`config.mk`:
```
export PLATFORM = sky130hd
export DESIGN_NAME = wdit_timer
export DESIGN_NICKNAME = d
export VERILOG_FILES = /design/src/wdit_pkg.sv /design/src/wdit_timer.sv
export SDC_FILE = /design/constraint.sdc
export NUM_CORES = 1
export LEC_CHECK = 0
export BUFFER_PORTS_ARGS = -buffer_cell sky130_fd_sc_hd__clkbuf_2
export CORE_MARGIN = 2
export CORE_UTILIZATION = 40
export CTS_CLUSTER_DIAMETER = 200
export CTS_CLUSTER_SIZE = 10
export DETAILED_ROUTE_END_ITERATION = 16
export HOLD_SLACK_MARGIN = 0.1
export PLACE_DENSITY = 0.79
export SKIP_LAST_GASP = 1
export SLEW_MARGIN = 20
export SYNTH_ARGS = -nofsm -noshare
export SYNTH_HDL_FRONTEND = slang
export SYNTH_SLANG_ARGS = --single-unit
```
`constraint.sdc`:
```
create_clock -name clock_in -period 5.7 [get_ports clock_in]
set_input_delay 0.57 -clock clock_in [delete_from_list [all_inputs] [get_ports clock_in]]
set_output_delay 0.57 -clock clock_in [all_outputs]
set_load 0.02 [all_outputs]
```
`src/wdit_pkg.sv`:
```
// Package of constants and carrier types for the watchdog interval timer.
package wdit_pkg;

    // ------------------------------------------------------------------
    // Register map
    // ------------------------------------------------------------------
    // Printed offsets are register indices; the byte address is four times the index.
    localparam logic [11:0] CTRL_IDX  = 12'h120;
    localparam logic [11:0] IE_IDX    = 12'h000;
    localparam logic [11:0] IFG_IDX   = 12'h002;
    localparam logic [15:0] CTRL_ADDR = {2'b00, CTRL_IDX, 2'b00};
    localparam logic [15:0] IE_ADDR   = {2'b00, IE_IDX, 2'b00};
    localparam logic [15:0] IFG_ADDR  = {2'b00, IFG_IDX, 2'b00};

    // ------------------------------------------------------------------
    // Field values and positions
    // ------------------------------------------------------------------
    localparam logic [7:0]  KEY_WRITE      = 8'h5a;
    localparam logic [7:0]  KEY_READ       = 8'h69;
    localparam logic [7:0]  CTRL_RESET     = 8'h00;
    localparam int unsigned IE_WDT_BIT     = 0;
    localparam int unsigned IFG_WDT_BIT    = 0;
    localparam logic [3:0]  WORD_LOW_STRB  = 4'h3;
    localparam logic        SRC_AUX        = 1'b1;

    // Counter bit that first becomes set after 32768, 8192, 512 and 64 ticks.
    localparam logic [3:0]  TAP_IS0 = 4'hf;
    localparam logic [3:0]  TAP_IS1 = 4'hd;
    localparam logic [3:0]  TAP_IS2 = 4'h9;
    localparam logic [3:0]  TAP_IS3 = 4'h6;

    // ------------------------------------------------------------------
    // Carrier types
    // ------------------------------------------------------------------
    typedef struct packed {
        logic       hold;
        logic       nmi_edge;
        logic       pin_nmi;
        logic       interval;
        logic       clear;
        logic       source;
        logic [1:0] interval_select;
    } wdit_ctrl_s;

    typedef struct packed {
        logic main_fail;
        logic aux_fail;
        logic sub_fail;
        logic main_clk;
        logic osc_clk;
        logic aux_clk;
        logic sub_clk;
    } wdit_pins_s;

endpackage : wdit_pkg

```
`src/wdit_timer.sv`:
```
// Watchdog and interval timer with an APB register slave.
`timescale 1ns/100ps
//
// Behaviour
// - A write with a wrong key raises a power-up-clear in either mode.
// - Control word reads return the fixed read value in the upper byte.
// - A 16-bit up-counter, not visible to software, steered by the control word.
// - The clock source select bit picks auxiliary or sub-main clock ticks.
// - After power-up-clear: watchdog mode, about 32 ms interval on internal oscillator.
// - In watchdog mode, interval expiry raises a power-up-clear.
// - Power-up-clear restores defaults and puts the shared pin in reset function.
// - Timer mode select set to one makes the block an interval timer.
// - Interval expiry sets the flag, no reset, interrupt enable untouched.
// - Interval interrupt requested only with flag, enable and global enable set.
// - Servicing the interrupt clears the flag; software may clear it too.
// - Interval interrupt uses its own vector, distinct from the reset vector.
// - Flag is bit 0 of flag register one; enable is bit 0 of enable register one.
// - Watchdog-mode timeout or key violation sets the flag for the reset handler.
// - Selected auxiliary or sub-main clock is kept running in watchdog mode while not held and not on the boot oscillator.
// - A failed auxiliary or sub-main clock is replaced by the main clock.
// - No clock fail-safe in interval timer mode.
// - Interval codes 0 to 3 expire after 32768, 8192, 512, 64 ticks.
// - Counter clear bit zeroes the counter, clears itself, reads as zero.
// - Hold bit stops the counter; clearing it lets the counter run.
// - Pin function select: zero gives reset function, one gives NMI function.

module wdit_timer
    import wdit_pkg::*;
#(
    parameter int unsigned CNT_W = 16
) (
    input  wire logic        clock_in,
    input  wire logic        nrst_in,
    input  wire logic        psel_in,
    input  wire logic        penable_in,
    input  wire logic        pwrite_in,
    input  wire logic [15:0] paddr_in,
    input  wire logic [31:0] pwdata_in,
    input  wire logic [3:0]  pstrb_in,
    output logic      [31:0] prdata_out,
    output logic             pready_out,
    output logic             pslverr_out,
    input  wire logic        aux_clk_in,
    input  wire logic        sub_clk_in,
    input  wire logic        osc_clk_in,
    input  wire logic        main_clk_in,
    input  wire logic        aux_fail_in,
    input  wire logic        sub_fail_in,
    input  wire logic        main_fail_in,
    input  wire logic        sys_puc_in,
    input  wire logic        global_irq_enable_in,
    input  wire logic        irq_ack_in,
    output logic             puc_out,
    output logic             interval_irq_out,
    output logic             nmi_pin_mode_out,
    output logic             nmi_edge_out,
    output logic             aux_clk_keep_out,
    output logic             sub_clk_keep_out
);

    // ------------------------------------------------------------------
    // Expiry tap selection
    // ------------------------------------------------------------------
    function automatic logic [3:0] tap_of(input logic [1:0] sel);
        logic [3:0] tap;
        tap = TAP_IS0;
        unique case (sel)
            2'd0: tap = TAP_IS0;
            2'd1: tap = TAP_IS1;
            2'd2: tap = TAP_IS2;
            2'd3: tap = TAP_IS3;
        endcase
        return tap;
    endfunction : tap_of

    // ------------------------------------------------------------------
    // Pin synchronisers and tick detection
    // ------------------------------------------------------------------
    wdit_pins_s pins_raw;
    wdit_pins_s sync1_r;
    wdit_pins_s sync2_r;
    wdit_pins_s prev_r;
    wdit_pins_s sync1_nxt;
    wdit_pins_s sync2_nxt;
    wdit_pins_s prev_nxt;

    assign pins_raw = '{main_fail: main_fail_in, aux_fail: aux_fail_in, sub_fail: sub_fail_in,
                        main_clk: main_clk_in, osc_clk: osc_clk_in, aux_clk: aux_clk_in,
                        sub_clk: sub_clk_in};

    always_comb begin
        sync1_nxt = pins_raw;
        sync2_nxt = sync1_r;
        prev_nxt  = sync2_r;
    end

    always_ff @(posedge clock_in or negedge nrst_in) begin
        if (!nrst_in) begin
            sync1_r <= '0;
            sync2_r <= '0;
            prev_r  <= '0;
        end else begin
            sync1_r <= sync1_nxt;
            sync2_r <= sync2_nxt;
            prev_r  <= prev_nxt;
        end
    end

    // One-cycle enables on the rising edge of each synchronised source clock.
    logic tick_aux;
    logic tick_sub;
    logic tick_osc;
    logic tick_main;

    assign tick_aux  = sync2_r.aux_clk & ~prev_r.aux_clk;
    assign tick_sub  = sync2_r.sub_clk & ~prev_r.sub_clk;
    assign tick_osc  = sync2_r.osc_clk & ~prev_r.osc_clk;
    assign tick_main = sync2_r.main_clk & ~prev_r.main_clk;

    // ------------------------------------------------------------------
    // State
    // ------------------------------------------------------------------
    wdit_ctrl_s        ctrl_r;
    wdit_ctrl_s        ctrl_nxt;
    logic [CNT_W-1:0]  cnt_r;
    logic [CNT_W-1:0]  cnt_nxt;
    logic              boot_osc_r;
    logic              boot_osc_nxt;
    logic              flag_r;
    logic              flag_nxt;
    logic              irq_en_r;
    logic              irq_en_nxt;
    logic              puc_r;
    logic              puc_nxt;
    logic [31:0]       prdata_r;
    logic [31:0]       prdata_nxt;

    // ------------------------------------------------------------------
    // APB decode
    // ------------------------------------------------------------------
    logic access;
    logic wr;
    logic hit_ctrl;
    logic hit_ie;
    logic hit_ifg;
    logic mapped;
    logic ctrl_wr;
    logic bad_strb;
    logic key_bad;
    logic key_ok_wr;

    assign access    = psel_in & penable_in;
    assign wr        = access & pwrite_in;
    assign hit_ctrl  = (paddr_in == CTRL_ADDR);
    assign hit_ie    = (paddr_in == IE_ADDR);
    assign hit_ifg   = (paddr_in == IFG_ADDR);
    assign mapped    = hit_ctrl | hit_ie | hit_ifg;
    // Byte writes to the control word are refused and leave it unchanged.
    assign bad_strb  = hit_ctrl & pwrite_in & ((pstrb_in & WORD_LOW_STRB) != WORD_LOW_STRB);
    assign ctrl_wr   = wr & hit_ctrl & ~bad_strb;
    assign key_bad   = ctrl_wr & (pwdata_in[15:8] != KEY_WRITE);
    assign key_ok_wr = ctrl_wr & (pwdata_in[15:8] == KEY_WRITE);

    assign pready_out  = 1'b1;
    assign pslverr_out = access & (~mapped | bad_strb);
    assign prdata_out  = prdata_r;

    // ------------------------------------------------------------------
    // Counter clocking and expiry
    // ------------------------------------------------------------------
    logic             sel_fail;
    logic             tick;
    logic [CNT_W-1:0] cnt_inc;
    logic [3:0]       tap;
    logic             expire;
    logic             puc_any;

    assign sel_fail = (ctrl_r.source == SRC_AUX) ? sync2_r.aux_fail : sync2_r.sub_fail;

    always_comb begin
        if (boot_osc_r) begin
            tick = tick_osc;
        end else if (!ctrl_r.interval && sel_fail) begin
            tick = tick_main;
        end else begin
            tick = (ctrl_r.source == SRC_AUX) ? tick_aux : tick_sub;
        end
    end

    assign cnt_inc = cnt_r + 1'b1;
    assign tap     = tap_of(ctrl_r.interval_select);
    // Expiry fires on each tick where the tap bit goes from clear to set.
    assign expire  = tick & ~ctrl_r.hold & cnt_inc[tap] & ~cnt_r[tap];
    assign puc_any = puc_r | sys_puc_in;

    always_comb begin
        cnt_nxt = cnt_r;
        if (puc_any) begin
            cnt_nxt = '0;
        end else if (key_ok_wr && pwdata_in[3]) begin
            cnt_nxt = '0;
        end else if (tick && !ctrl_r.hold) begin
            cnt_nxt = cnt_inc;
        end
    end

    // ------------------------------------------------------------------
    // Control word, reset generation and boot source
    // ------------------------------------------------------------------
    always_comb begin
        ctrl_nxt     = ctrl_r;
        boot_osc_nxt = boot_osc_r;
        if (puc_any) begin
            ctrl_nxt     = wdit_ctrl_s'(CTRL_RESET);
            boot_osc_nxt = 1'b1;
        end else if (key_ok_wr) begin
            ctrl_nxt       = wdit_ctrl_s'(pwdata_in[7:0]);
            ctrl_nxt.clear = 1'b0;
            boot_osc_nxt   = 1'b0;
        end
    end

    always_comb begin
        puc_nxt = 1'b0;
        if (!puc_any) begin
            puc_nxt = key_bad | (expire & ~ctrl_r.interval);
        end
    end

    // ------------------------------------------------------------------
    // Flag and interrupt enable
    // ------------------------------------------------------------------
    logic flag_set;
    logic flag_clr;

    assign flag_set = (~puc_any & key_bad) | expire;
    assign flag_clr = (wr & hit_ifg & ~pwdata_in[IFG_WDT_BIT])
                    | (irq_ack_in & ctrl_r.interval);

    always_comb begin
        flag_nxt = flag_r;
        if (flag_set) begin
            flag_nxt = 1'b1;
        end else if (wr && hit_ifg) begin
            flag_nxt = pwdata_in[IFG_WDT_BIT];
        end else if (flag_clr) begin
            flag_nxt = 1'b0;
        end
    end

    always_comb begin
        irq_en_nxt = irq_en_r;
        if (puc_any) begin
            irq_en_nxt = 1'b0;
        end else if (wr && hit_ie) begin
            irq_en_nxt = pwdata_in[IE_WDT_BIT];
        end
    end

    // ------------------------------------------------------------------
    // Read data, captured in the setup cycle
    // ------------------------------------------------------------------
    wdit_ctrl_s ctrl_view;

    always_comb begin
        ctrl_view       = ctrl_r;
        ctrl_view.clear = 1'b0;
        prdata_nxt      = prdata_r;
        if (psel_in && !penable_in && !pwrite_in) begin
            prdata_nxt = '0;
            unique case (1'b1)
                hit_ctrl: prdata_nxt[15:0] = {KEY_READ, ctrl_view};
                hit_ie:   prdata_nxt[IE_WDT_BIT] = irq_en_r;
                hit_ifg:  prdata_nxt[IFG_WDT_BIT] = flag_r;
                default:  prdata_nxt = '0;
            endcase
        end
    end

    // ------------------------------------------------------------------
    // Registers
    // ------------------------------------------------------------------
    always_ff @(posedge clock_in or negedge nrst_in) begin
        if (!nrst_in) begin
            ctrl_r     <= wdit_ctrl_s'(CTRL_RESET);
            cnt_r      <= '0;
            boot_osc_r <= 1'b1;
            flag_r     <= 1'b0;
            irq_en_r   <= 1'b0;
            puc_r      <= 1'b0;
            prdata_r   <= '0;
        end else begin
            ctrl_r     <= ctrl_nxt;
            cnt_r      <= cnt_nxt;
            boot_osc_r <= boot_osc_nxt;
            flag_r     <= flag_nxt;
            irq_en_r   <= irq_en_nxt;
            puc_r      <= puc_nxt;
            prdata_r   <= prdata_nxt;
        end
    end

    // ------------------------------------------------------------------
    // Outputs
    // ------------------------------------------------------------------
    // The interval request is a separate line from the reset request.
    assign interval_irq_out = flag_r & irq_en_r & global_irq_enable_in & ctrl_r.interval;
    assign puc_out          = puc_r;
    assign nmi_pin_mode_out = ctrl_r.pin_nmi;
    assign nmi_edge_out     = ctrl_r.nmi_edge;
    // Low-power logic must not stop the selected clock while the watchdog guards.
    assign aux_clk_keep_out = ~ctrl_r.interval & ~ctrl_r.hold & ~boot_osc_r & (ctrl_r.source == SRC_AUX);
    assign sub_clk_keep_out = ~ctrl_r.interval & ~ctrl_r.hold & ~boot_osc_r & (ctrl_r.source != SRC_AUX);

endmodule : wdit_timer

```
# Word-level counts from Yosys, hierarchy flattened
# Index checks and enable logic that the tools add are counted.
# W data, S select, Z words.
# word_totals
out_inout_bits	40
word_cells	127
input_bits	67
register_bits	59
# classes
n_eq_ne	8
magnitude_cmp	1
bitwise	48
n_addsub	1
n_mux	24
reduce_logical	17
# op_table
cell	n
$mux W16	3
$and A1 B1 Y1	28
$add A16 B1 Y16 const B	1
$eq A16 B11 Y1 const B	1
$eq A16 B4 Y1 const B	1
$logic_not A16 Y1	1
$mux W8	2
$pmux W4 S4	1
$mux W1	14
$mux W14	1
$not A1 Y1	13
$bmux W1 S4	2
$eq A8 B7 Y1 const B	1
$ne A8 B7 Y1 const B	1
$logic_and A1 B1 Y1	7
$or A1 B1 Y1	7
$reduce_bool A3 Y1	2
$lt A4 B5 Y1 const B	1
$eq A2 B2 Y1 const B	2
$logic_not A1 Y1	4
$reduce_bool A2 Y1	2
$pmux W1 S3	1
$eq A2 B1 Y1 const B	1
$logic_not A2 Y1	1
$ne A2 B2 Y1 const B	1

# Longest topological paths before layout
# Gate-level depths: netlist of run 1.
# logic_depth
depth_word	11
mapped_depth	7
depth_no_buf	7

# Least setup slack after synthesis of run 1
# Ideal clock, no wire load.
# synth_timing
kind	input to output
start	in paddr_in[1]
end	out pslverr_out
required_time_ns	5.130
arrival_time_ns	1.901
slack_ns	3.229
cell_stages	5
cell_sequence	nor4_4 nand4b_2 nor2_1 nand3_1 a21oi_1
# synth_between
elab_chain_cells	6
elab_cells_between_ends	10
cone_classes	eq/ne (2); bitwise (7); reduce/logical (1)
# synth_rtl
item	line_no	rtl
start: declaration	wdit_timer.sv:37	input wire logic [15:0] paddr_in,
$eq A16 B11 Y1 or $logic_not A16 Y1 (tied branches)	wdit_timer.sv:154, wdit_timer.sv:155	
$or A1 B1 Y1 (2 in a row)	wdit_timer.sv:157	assign mapped = hit_ctrl | hit_ie | hit_ifg;
$not A1 Y1	wdit_timer.sv:165	assign pslverr_out = access & (~mapped | bad_strb);
$or A1 B1 Y1 (*)	wdit_timer.sv:165	
$and A1 B1 Y1 (*)	wdit_timer.sv:165	
end: declaration	wdit_timer.sv:42	output logic pslverr_out,
# Mark *: on every way between the ends. The rest lies on a longest branch, timed or not.

# Worst setup path after layout of run 1
# Same ends and word-level chain as after synthesis.

==> results_dict.tcl, run 1 <==
set metrics [dict create \
    status "completed" \
    final.setup.worst_slack_ps 2904 \
    core_um2 6869 \
    leakage_uw 0.001526 \
    r2r-end "cnt_r[15]" \
    setup.worst_path.start "paddr_in[1]" \
    clock.fmax_mhz 357.6 \
    pin_count 107 \
    vias 2251 \
    cts_hold_buf 0 \
    cts_sinks 51 \
    synth_xor_area_share_pct 2.450 \
    setup_viol 0 \
    clk_latency_ps 300 \
    viasPerCell 5.104 \
    crit_arrival_ps 2230 \
    max_slew_margin_pct 38.64 \
    syn-cell-area_um2 2860 \
    grt-busiest-layer "met2" \
    powerDensity_nw_per_um2 209.3 \
    grt.overflow.total 0 \
    area_growth_pct 13.65 \
    yosys_warnings 0 \
    rows 30 \
    synth-seq-cells 51 \
    crit_path_top_delay_cell "nor2_1" \
    die-area_um2 7843 \
    cts_tree "built" \
    yosysTopAreaCellShare_pct 43.74 \
    nNetsFinal 414 \
    final-seq-area_um2 1277 \
    ys_seq_area_share_pct 44.66 \
    muxShareOfSynthArea_pct 5.818 \
    clockBufferDepth 2 \
    grt_pass1_wl_mm 8.769 \
    tightest_slew_ps 918.5 \
    drcViolationCount 0 \
    post_drt_wl_per_cell_um 12.51 \
    setup_tns_ps 0 \
    gp_congestion 0.8200 \
    syn_inst 287 \
    multi_input_area_um2 1388 \
    die_y_um 88.56 \
    synth_fa_ha_area_share_pct 1.312 \
    critPathCaptureType "output port" \
    synth-compound-area-share_pct 10.54 \
    crit_top_cell "clkbuf_2" \
    rsz0062_at_grt "false" \
    antenna_found_initial 0 \
    antenna_cells 0 \
    clk_pin_slew_ps 90 \
    die_w_um 88.56 \
    r2r_start "ctrl_r[2]" \
    port_buffers 65 \
    crit_fanout 9 \
    hpwl_mm 4.056 \
    synthSimpleGateAreaFrac_pct 25.50 \
    synth_cell_types 56 \
    final_layout_size_suffix_gt1_share_pct 27.54 \
    avgSynthCellArea_um2 9.966 \
    drt_iter0_markers 170 \
    cts_resized 0 \
    ys_top_cells_by_count "dfrtp_1, nand2_1, buf_4" \
    cts_root_buffer "clkbuf_8" \
    synth_top_flop_cell "dfrtp_1" \
    drtAntennaViolNets 0 \
    htreeDepth 2 \
    routed_wl_mm 5.516 \
    vdd_drop_max_uv 119.2 \
    synth_edf_count 0 \
    start_kind "input pin" \
    postCtsSetupBuffers 0 \
    gr-usage-all-layers_pct 14.27 \
    grt_max_degree 52 \
    r2r_setup_slack_ps 3380 \
    met1_usage_pct 17.19 \
    preCtsSetupSlack_ps 2795 \
    grt_pass1_vias 2032 \
    period_minus_slack_ps 2796 \
    drt_first_pass_iters 4 \
    endpoint "pslverr_out" \
    synth_area_leaders "dfrtp_1, buf_4, mux2i_1" \
    cts_made_buffers 5 \
    grtUsageMet3_pct 3.172 \
    reg2regPathDepth 5 \
    maxSlewViolCount 0 \
    start_util_pct 41.64 \
    slowest_delay_ps 540 \
    yosysTopAreaCell "dfrtp_1" \
    drv_cap 0 \
    fillerInstances 638 \
    crit_type "input pin to output port" \
    synth.most_common_cell "dfrtp_1" \
    fin_skew_ps 6.018 \
    fin_crit_sh_pct 49.06 \
    worstPathRequired_ps 5130 \
    ys_async_sr_fraction_pct 100.0 \
    synth_top_family_by_area "simple AND/OR/NAND/NOR gates" \
    use_met2_pct 24.06 \
    worst_hold_path_type "input pin to async pin" \
    crit_chain "clkbuf_2 -> nor4_4 -> nand4b_2 -> nor2_1 -> nand3_1 -> a21oi_1 -> clkbuf_2" \
    timing_hold_violations_final 0 \
]
metal layers:
layer | routed length, um | vias to the layer above
li1 | - | 1110
met2 | 2636 | 83
met3 | 331 | 9
met4 | 89 | 0
met1 | 2458 | 1049
met5 | 0 | -
registers in the layout, indices dropped and copies added (netlist names):
name / count
irq_en_r: 1
prev_r: 4
prev_nxt: 6
prdata_out: 8
flag_r: 1
ctrl_r: 5
nmi_pin_mode_out: 1
nmi_edge_out: 1
puc_out: 1
cnt_r: 16
sync1_r: 6
boot_osc_r: 1
placed cells by master (no fill, tap or decap), types with 2 or more instances in the layout:
master / netlist / final
mux4_2: 2 / 2
o31ai_1: 12 / 12
clkbuf_8: 0 / 5
a211oi_1: 2 / 2
nor2_1: 20 / 20
nor3_1: 3 / 3
nor4_1: 4 / 4
nand4_1: 7 / 7
nand3_1: 16 / 16
nor2_2: 6 / 6
a21oi_1: 10 / 10
or3_1: 2 / 2
nor3b_1: 2 / 2
nand2_1: 28 / 28
or4b_1: 2 / 2
or4bb_1: 2 / 2
nor2b_1: 3 / 3
or2_1: 2 / 2
and3_1: 3 / 3
nand3b_1: 2 / 2
ha_1: 3 / 3
or4_1: 11 / 11
xnor2_1: 3 / 3
nand2b_1: 3 / 3
o21ai_0: 2 / 2
xor2_1: 5 / 5
o22ai_1: 2 / 2
or2_2: 2 / 2
inv_1: 5 / 5
dfrtp_1: 50 / 50
a21oi_2: 4 / 4
conb_1: 2 / 22
mux2i_1: 11 / 11
nor4_4: 2 / 2
clkbuf_2: 0 / 65
cells by family (layout without fill, tap and decap cells):
family                   count (synthesis)  after routing
other                                    2             22
XOR/XNOR                                 8              8
AO/OA/AOI/OAI                           41             41
adder cells (fa/ha/maj)                  3              3
multiplexers                            14             14
AND/OR/NAND/NOR                        126            126
flip-flops                              51             51
buffers and inverters                   42             80
how the worst min path moves through the flow:
stage                            from          end  cells past startpoint
after global routing      aux_fail_in   sync1_r[5]                      1
after CTS                  sync1_r[2]  prev_nxt[2]                      0
after floorplan               nrst_in     cnt_r[0]                      0
after global placement     sync1_r[4]  prev_nxt[4]                      0
final                         nrst_in   sync1_r[4]                      2
after detailed placement   sync1_r[2]  prev_nxt[2]                      0
power by group:
| group | internal, uW | total (uW) | switching, uW |
|---|---|---|---|
| logic | 20.6 | 61.6 | 41.0 |
| registers | 369 | 373 | 3.65 |
| clock network | 131 | 246 | 115 |
| total | 521 | 680 | 160 |
area by class of cell:
cell class | count | area share (%)
multi-input cells | 214 | 42.69
inverters | 6 | 0.6928
clock buffers | 6 | 2.232
well taps | 96 | 3.695
flip-flops and latches | 51 | 39.30
repair buffers | 66 | 10.24
clock inverters | 2 | 1.155
worst max-delay path, delay by kind of cell:
family / cells / cell delay [ps]
simple gates: 4 / 1190
buf+inv: 2 / 280
compound gates: 1 / 180
metrics by stage:
stage / area [um^2] / total power, uW / std cells / util (%) / hold WS (ps)
global placement: 3141 / 440.9 / 433 / 45.72 / 333.9
detailed placement: 3141 / 442.2 / 433 / 45.72 / 334.7
finish: 3251 / 680.2 / 441 / 47.32 / 351.9
floorplan: 2935 / 423.4 / 307 / - / 274.4
global route: 3251 / 707.6 / 441 / 47.32 / 352.3
CTS: 3251 / 685.9 / 441 / 47.32 / 355.2
Power figures use the tool's default switching activity.
==> inputs of run 2 (changes only) <==
Settings changed: ABC_AREA set to 1.
Clock period 5.7 ns to 2.6 ns, I/O delays scaled along.
==> results_dict.tcl, run 2 <==
set metrics [dict create \
    drt_first_pass_iters 5 \
    power.total_uw 1476 \
    setup_viol 0 \
    cts_sinks 51 \
    pin_count 107 \
    htreeDepth 2 \
    clock.fmax_mhz 512.5 \
    worst_hold_path_type "input pin to flop" \
    start_kind "input pin" \
    grt_pass1_wl_mm 10.18 \
    yosys_warnings 0 \
    gr-usage-all-layers_pct 16.54 \
    pwr-share-comb_pct 11.8 \
    critPathCaptureType "output port" \
    final_layout_size_suffix_gt1_share_pct 22.47 \
    cts_tree "built" \
    start_util_pct 41.87 \
    die_w_um 89.02 \
    nNetsFinal 514 \
    clockBufferDepth 2 \
    crit_arrival_ps 1690 \
    drv_cap 0 \
    synth_area_leaders "dfrtp_1, nand2_1, inv_1" \
    clockPowerShare_pct 32.1 \
    final_cell_mix "nand2_1, clkbuf_2, inv_1" \
    hpwl_mm 4.852 \
    layout_commonest_cell "nand2_1" \
    drtAntennaViolNets 0 \
    yosysTopAreaCellShare_pct 43.27 \
    viasPerCell 4.640 \
    syn-cell-area_um2 2892 \
    cts_made_buffers 5 \
    synth-seq-cells 51 \
    cp_top_family "simple AND/OR/NAND/NOR gates" \
    syn_inst 370 \
    rsz0062_at_grt "false" \
    avgSynthCellArea_um2 7.815 \
    period_minus_slack_ps 1951 \
    cts_root_buffer "clkbuf_8" \
    regMostFlops "cnt_r" \
    routed_wl_mm 6.279 \
    setup_tns_ps 0 \
    post_drt_wl_per_cell_um 11.61 \
    crit_path_top_delay_cell "nor4_1" \
    clk_pin_slew_ps 100 \
    antenna_cells 0 \
    crit_top_cell "clkbuf_2" \
    antenna_found_initial 0 \
    vdd_drop_max_uv 175.7 \
    vias 2510 \
    drt_iter0_markers 168 \
    path_buf_inv 3 \
    core_um2 6907 \
    grt_max_degree 36 \
    ys_async_sr_fraction_pct 100.0 \
    clk_latency_ps 310 \
    die_y_um 89.02 \
    synth_cell_types 35 \
    grt_pass1_vias 2350 \
    crit_chain "clkbuf_2 -> nor2_1 -> inv_1 -> nor3_1 -> nand3_1 -> nor4_1 -> nand2_1 -> o31ai_1 -> clkbuf_2" \
    area_growth_pct 16.79 \
    synth.most_common_cell "nand2_1" \
    status "completed" \
    gp_congestion 0.8528 \
    cts_resized 0 \
    pwr-share-seq_pct 56.2 \
    switching_share_pct 27.68 \
    internal_power_uw 1068 \
    synth_edf_count 0 \
    die-area_um2 7925 \
    p_sw_uw 408.7 \
    tightest_slew_ps 849.9 \
    rows 30 \
    maxSlewViolCount 0 \
    powerDensity_nw_per_um2 437.2 \
    port_buffers 65 \
    drcViolationCount 0 \
    yosysTopAreaCell "dfrtp_1" \
    fin_crit_sh_pct 75.05 \
    fin_skew_ps 6.341 \
    ys_seq_area_share_pct 44.18 \
    grt.overflow.total 0 \
    slowest_delay_ps 320 \
    synth_top_flop_cell "dfrtp_1" \
    crit_fanout 2 \
    timing_hold_violations_final 0 \
    crit_type "input pin to output port" \
    leakage_uw 0.001787 \
    whs_ps 147.7 \
    largest_register_ffs 16 \
    max_slew_margin_pct 43.34 \
    ys_top_cells_by_count "nand2_1, inv_1, dfrtp_1" \
    worstPathRequired_ps 2340 \
]
-- run 2: final cells by class --
class,count,area (um^2)
repair buffers,74,410.4
clock inverters,2,17.52
inverters,55,209.0
clock buffers,6,72.57
flip-flops and latches,51,1277
fillers,652,3530
multi-input cells,257,1270
well taps,96,120.1
-- run 2: kinds of logic after synthesis --
group / Yosys count / synth area share [%]
buffers and inverters: 82 / 14.50
AND/OR/NAND/NOR: 179 / 28.86
AO/OA/AOI/OAI: 44 / 8.178
other: 2 / 0.2597
XOR/XNOR: 9 / 2.726
flip-flops: 51 / 44.18
adder cells (fa/ha/maj): 3 / 1.298
-- run 2: what timing repair did --
item / in CTS / in global routing
hold endpoints to repair: 38 / 0
hold buffers: 7 / 0
buffers inserted: 0 / 0
-- run 2: path summary, 6_finish.rpt --
| kind | startpoint | endpoint | slack, ps | depth (start not counted) |
|---|---|---|---|---|
| max | paddr_in[5] | pslverr_out | 650 | 9 |
| min | pwdata_in[6] | nmi_edge_out | 150 | 3 |
| max reg2reg | cnt_r[0] | cnt_r[14] | 870 | 11 |
| min reg2reg | sync1_r[0] | prev_nxt[0] | 360 | 0 |
| max in group asynchronous | nrst_in | prev_nxt[2] | 1310 | 3 |
| min in group asynchronous | nrst_in | cnt_r[12] | 580 | 2 |
-- run 2: power groups by stage --
stage                     clock network (uW)  logic, uW  registers (uW)
after global placement                     0        164             844
after floorplan                            0        125             841
after CTS                                478        176             829
after global routing                     515        196             832
final                                    473        174             829
after detailed placement                   0        167             845
-- run 2: tightest hold or removal path, delay by kind of cell --
kind	cells	cell delay, ps
buffers and inverters	1	80
and+or+nand+nor	1	40
AOI/OAI and AO/OA	1	60
-- run 2: through the flow --
stage / util (%) / cell area [um^2] / worst slack [ps] / cells
floorplan: - / 2967 / 1073 / 390
global placement: 46.58 / 3217 / 725.7 / 526
detailed placement: 46.58 / 3217 / 655.9 / 526
CTS: 48.89 / 3377 / 693.1 / 541
global route: 48.89 / 3377 / 549.9 / 541
finish: 48.89 / 3377 / 648.7 / 541
-- run 2: layer usage --
| metal | share of wire (%) | global-route usage, % | vias up |
|---|---|---|---|
| li1 | - | - | 1261 |
| met1 | 43 | 19.38 | 1145 |
| met2 | 49 | 29.92 | 97 |
| met3 | 6.6 | 3.324 | 7 |
| met4 | 1.2 | 6.106 | 0 |
| met5 | 0 | 0 | - |
==> inputs of run 3 (changes only) <==
Settings changed: PLACE_DENSITY 0.79 to 0.82.
Clock period 2.6 ns to 1.7 ns, I/O delays scaled along.
==> results_dict.tcl, run 3 (synthesis gave the netlist of run 2 again) <==
set metrics [dict create \
    status "completed" \
    layout_commonest_cell "nand2_1" \
    maxSlewViolCount 0 \
    clk_pin_slew_ps 100 \
    period_minus_slack_ps 1626 \
    cts_tree "built" \
    viasPerCell 4.748 \
    drt_iter0_markers 222 \
    vdd_drop_max_uv 383.0 \
    clock.fmax_mhz 615.2 \
    vias 2640 \
    cts_sinks 51 \
    antenna_found_initial 0 \
    pwr-share-comb_pct 14.4 \
    grt_pass1_vias 2423 \
    final_layout_size_suffix_gt1_share_pct 26.96 \
    p_sw_uw 645.8 \
    crit_fanout 13 \
    worstPathRequired_ps 1910 \
    start_kind "flop" \
    area_growth_pct 25.18 \
    hpwl_mm 4.776 \
    gr-usage-all-layers_pct 16.92 \
    largest_register_ffs 16 \
    rsz0062_at_grt "true" \
    clk_latency_ps 310 \
    timing_hold_violations_final 0 \
    switching_share_pct 27.87 \
    grt.overflow.total 0 \
    drtAntennaViolNets 0 \
    start_util_pct 41.87 \
    antenna_cells 0 \
    fin_crit_sh_pct 95.62 \
    slowest_delay_ps 410 \
    internal_power_uw 1671 \
    path_buf_inv 2 \
    cts_made_buffers 5 \
    grt_pass1_wl_mm 10.49 \
    whs_ps 136.1 \
    crit_path_top_delay_cell "dfrtp_1" \
    core_um2 6907 \
    die_w_um 89.02 \
    crit_type "flop to flop" \
    nNetsFinal 529 \
    drt_first_pass_iters 4 \
    post_drt_wl_per_cell_um 12.19 \
    final_cell_mix "nand2_1, clkbuf_2, inv_1" \
    die-area_um2 7925 \
    critPathCaptureType "flop" \
    powerDensity_nw_per_um2 640.1 \
    worst_hold_path_type "input pin to flop" \
    drcViolationCount 0 \
    htreeDepth 2 \
    drv_cap 0 \
    cp_top_family "simple AND/OR/NAND/NOR gates" \
    regMostFlops "cnt_r" \
    setup_viol 0 \
    gp_congestion 0.8617 \
    cts_root_buffer "clkbuf_8" \
    crit_chain "inv_2 -> or2_4 -> nand4_1 -> nand3_4 -> nand2_8 -> clkinv_8 -> nand2_1 -> xor2_1 -> nor2_2" \
    pwr-share-seq_pct 54.6 \
    port_buffers 65 \
    stdcell_count 556 \
    clockBufferDepth 2 \
    grt_max_degree 52 \
    die_y_um 89.02 \
    routed_wl_mm 6.776 \
    clockPowerShare_pct 30.9 \
    pin_count 107 \
    leakage_uw 0.001872 \
    rows 30 \
    crit_arrival_ps 1830 \
    placedCellCount 530 \
    setup_tns_ps 0 \
    fin_skew_ps 7.326 \
]
## run 3: cell types whose count changed in the layout (fill, tap and decap cells not counted), sizes merged
cell         delta
buf             +8
dlygate4sd3     +6
clkbuf          -1
clkinv          +1
nand2           +1
## run 3: layout make-up
cell class	instances	area, um^2
multi-input combinational	258	1351
fill	622	3287
sequential	51	1279
clock inverter	3	22.52
timing repair buffer	88	559.3
tap	96	120.1
clock buffer	5	68.82
inverter	55	219.0
## run 3: tightest hold or removal path: cells and delay by family
kind	cells	cell delay, ps
and+or+nand+nor	1	70
buffers and inverters	1	120
AOI/OAI and AO/OA	1	60
## run 3: final timing paths
path / to / cells after the start / startpoint / slack (ps)
max reg2reg: cnt_r[5] / 9 / ctrl_r[2] / 70
max: cnt_r[5] / 9 / ctrl_r[2] / 70
min reg2reg: prev_nxt[1] / 0 / sync1_r[1] / 360
min in group asynchronous: cnt_r[10] / 3 / nrst_in / 370
max in group asynchronous: boot_osc_r / 3 / nrst_in / 1040
min: ctrl_r[0] / 3 / pwdata_in[0] / 140
## run 3: stage by stage
step	total power (uW)	utilization (%)	worst slack (ps)	area (um^2)
floorplan	1477	-	173.1	2967
global placement	1556	47.37	89.07	3272
detailed placement	1562	47.37	31.50	3272
CTS	2294	50.58	34.38	3493
global route	2444	52.41	-50.29	3620
finish	2317	52.41	74.39	3620
## run 3: power groups by stage
stage                     combinational (uW)  sequential [uW]  clock, uW
after global routing                     373             1270        802
after CTS                                302             1260        728
after floorplan                          191             1290          0
after global placement                   271             1280          0
final                                    335             1270        717
after detailed placement                 275             1290          0
## run 3: what timing repair did
| item | 4_1_cts | 5_1_grt |
|---|---|---|
| endpoints found under the hold margin | 62 | 0 |
| setup buffers | 0 | 4 |
| resized for setup | 0 | 23 |
| hold buffers | 13 | 0 |
| setup endpoints to repair | 0 | 12 |
## run 3: routing by layer
metal | global-route usage, % | vias up | share of wire (%) | routed length (um)
li1 | - | 1286 | - | -
met1 | 19.87 | 1229 | 41 | 2779
met2 | 30.73 | 107 | 50 | 3410
met3 | 3.324 | 18 | 6.3 | 428
met4 | 5.970 | 0 | 2.3 | 157
met5 | 0 | - | 0 | 0
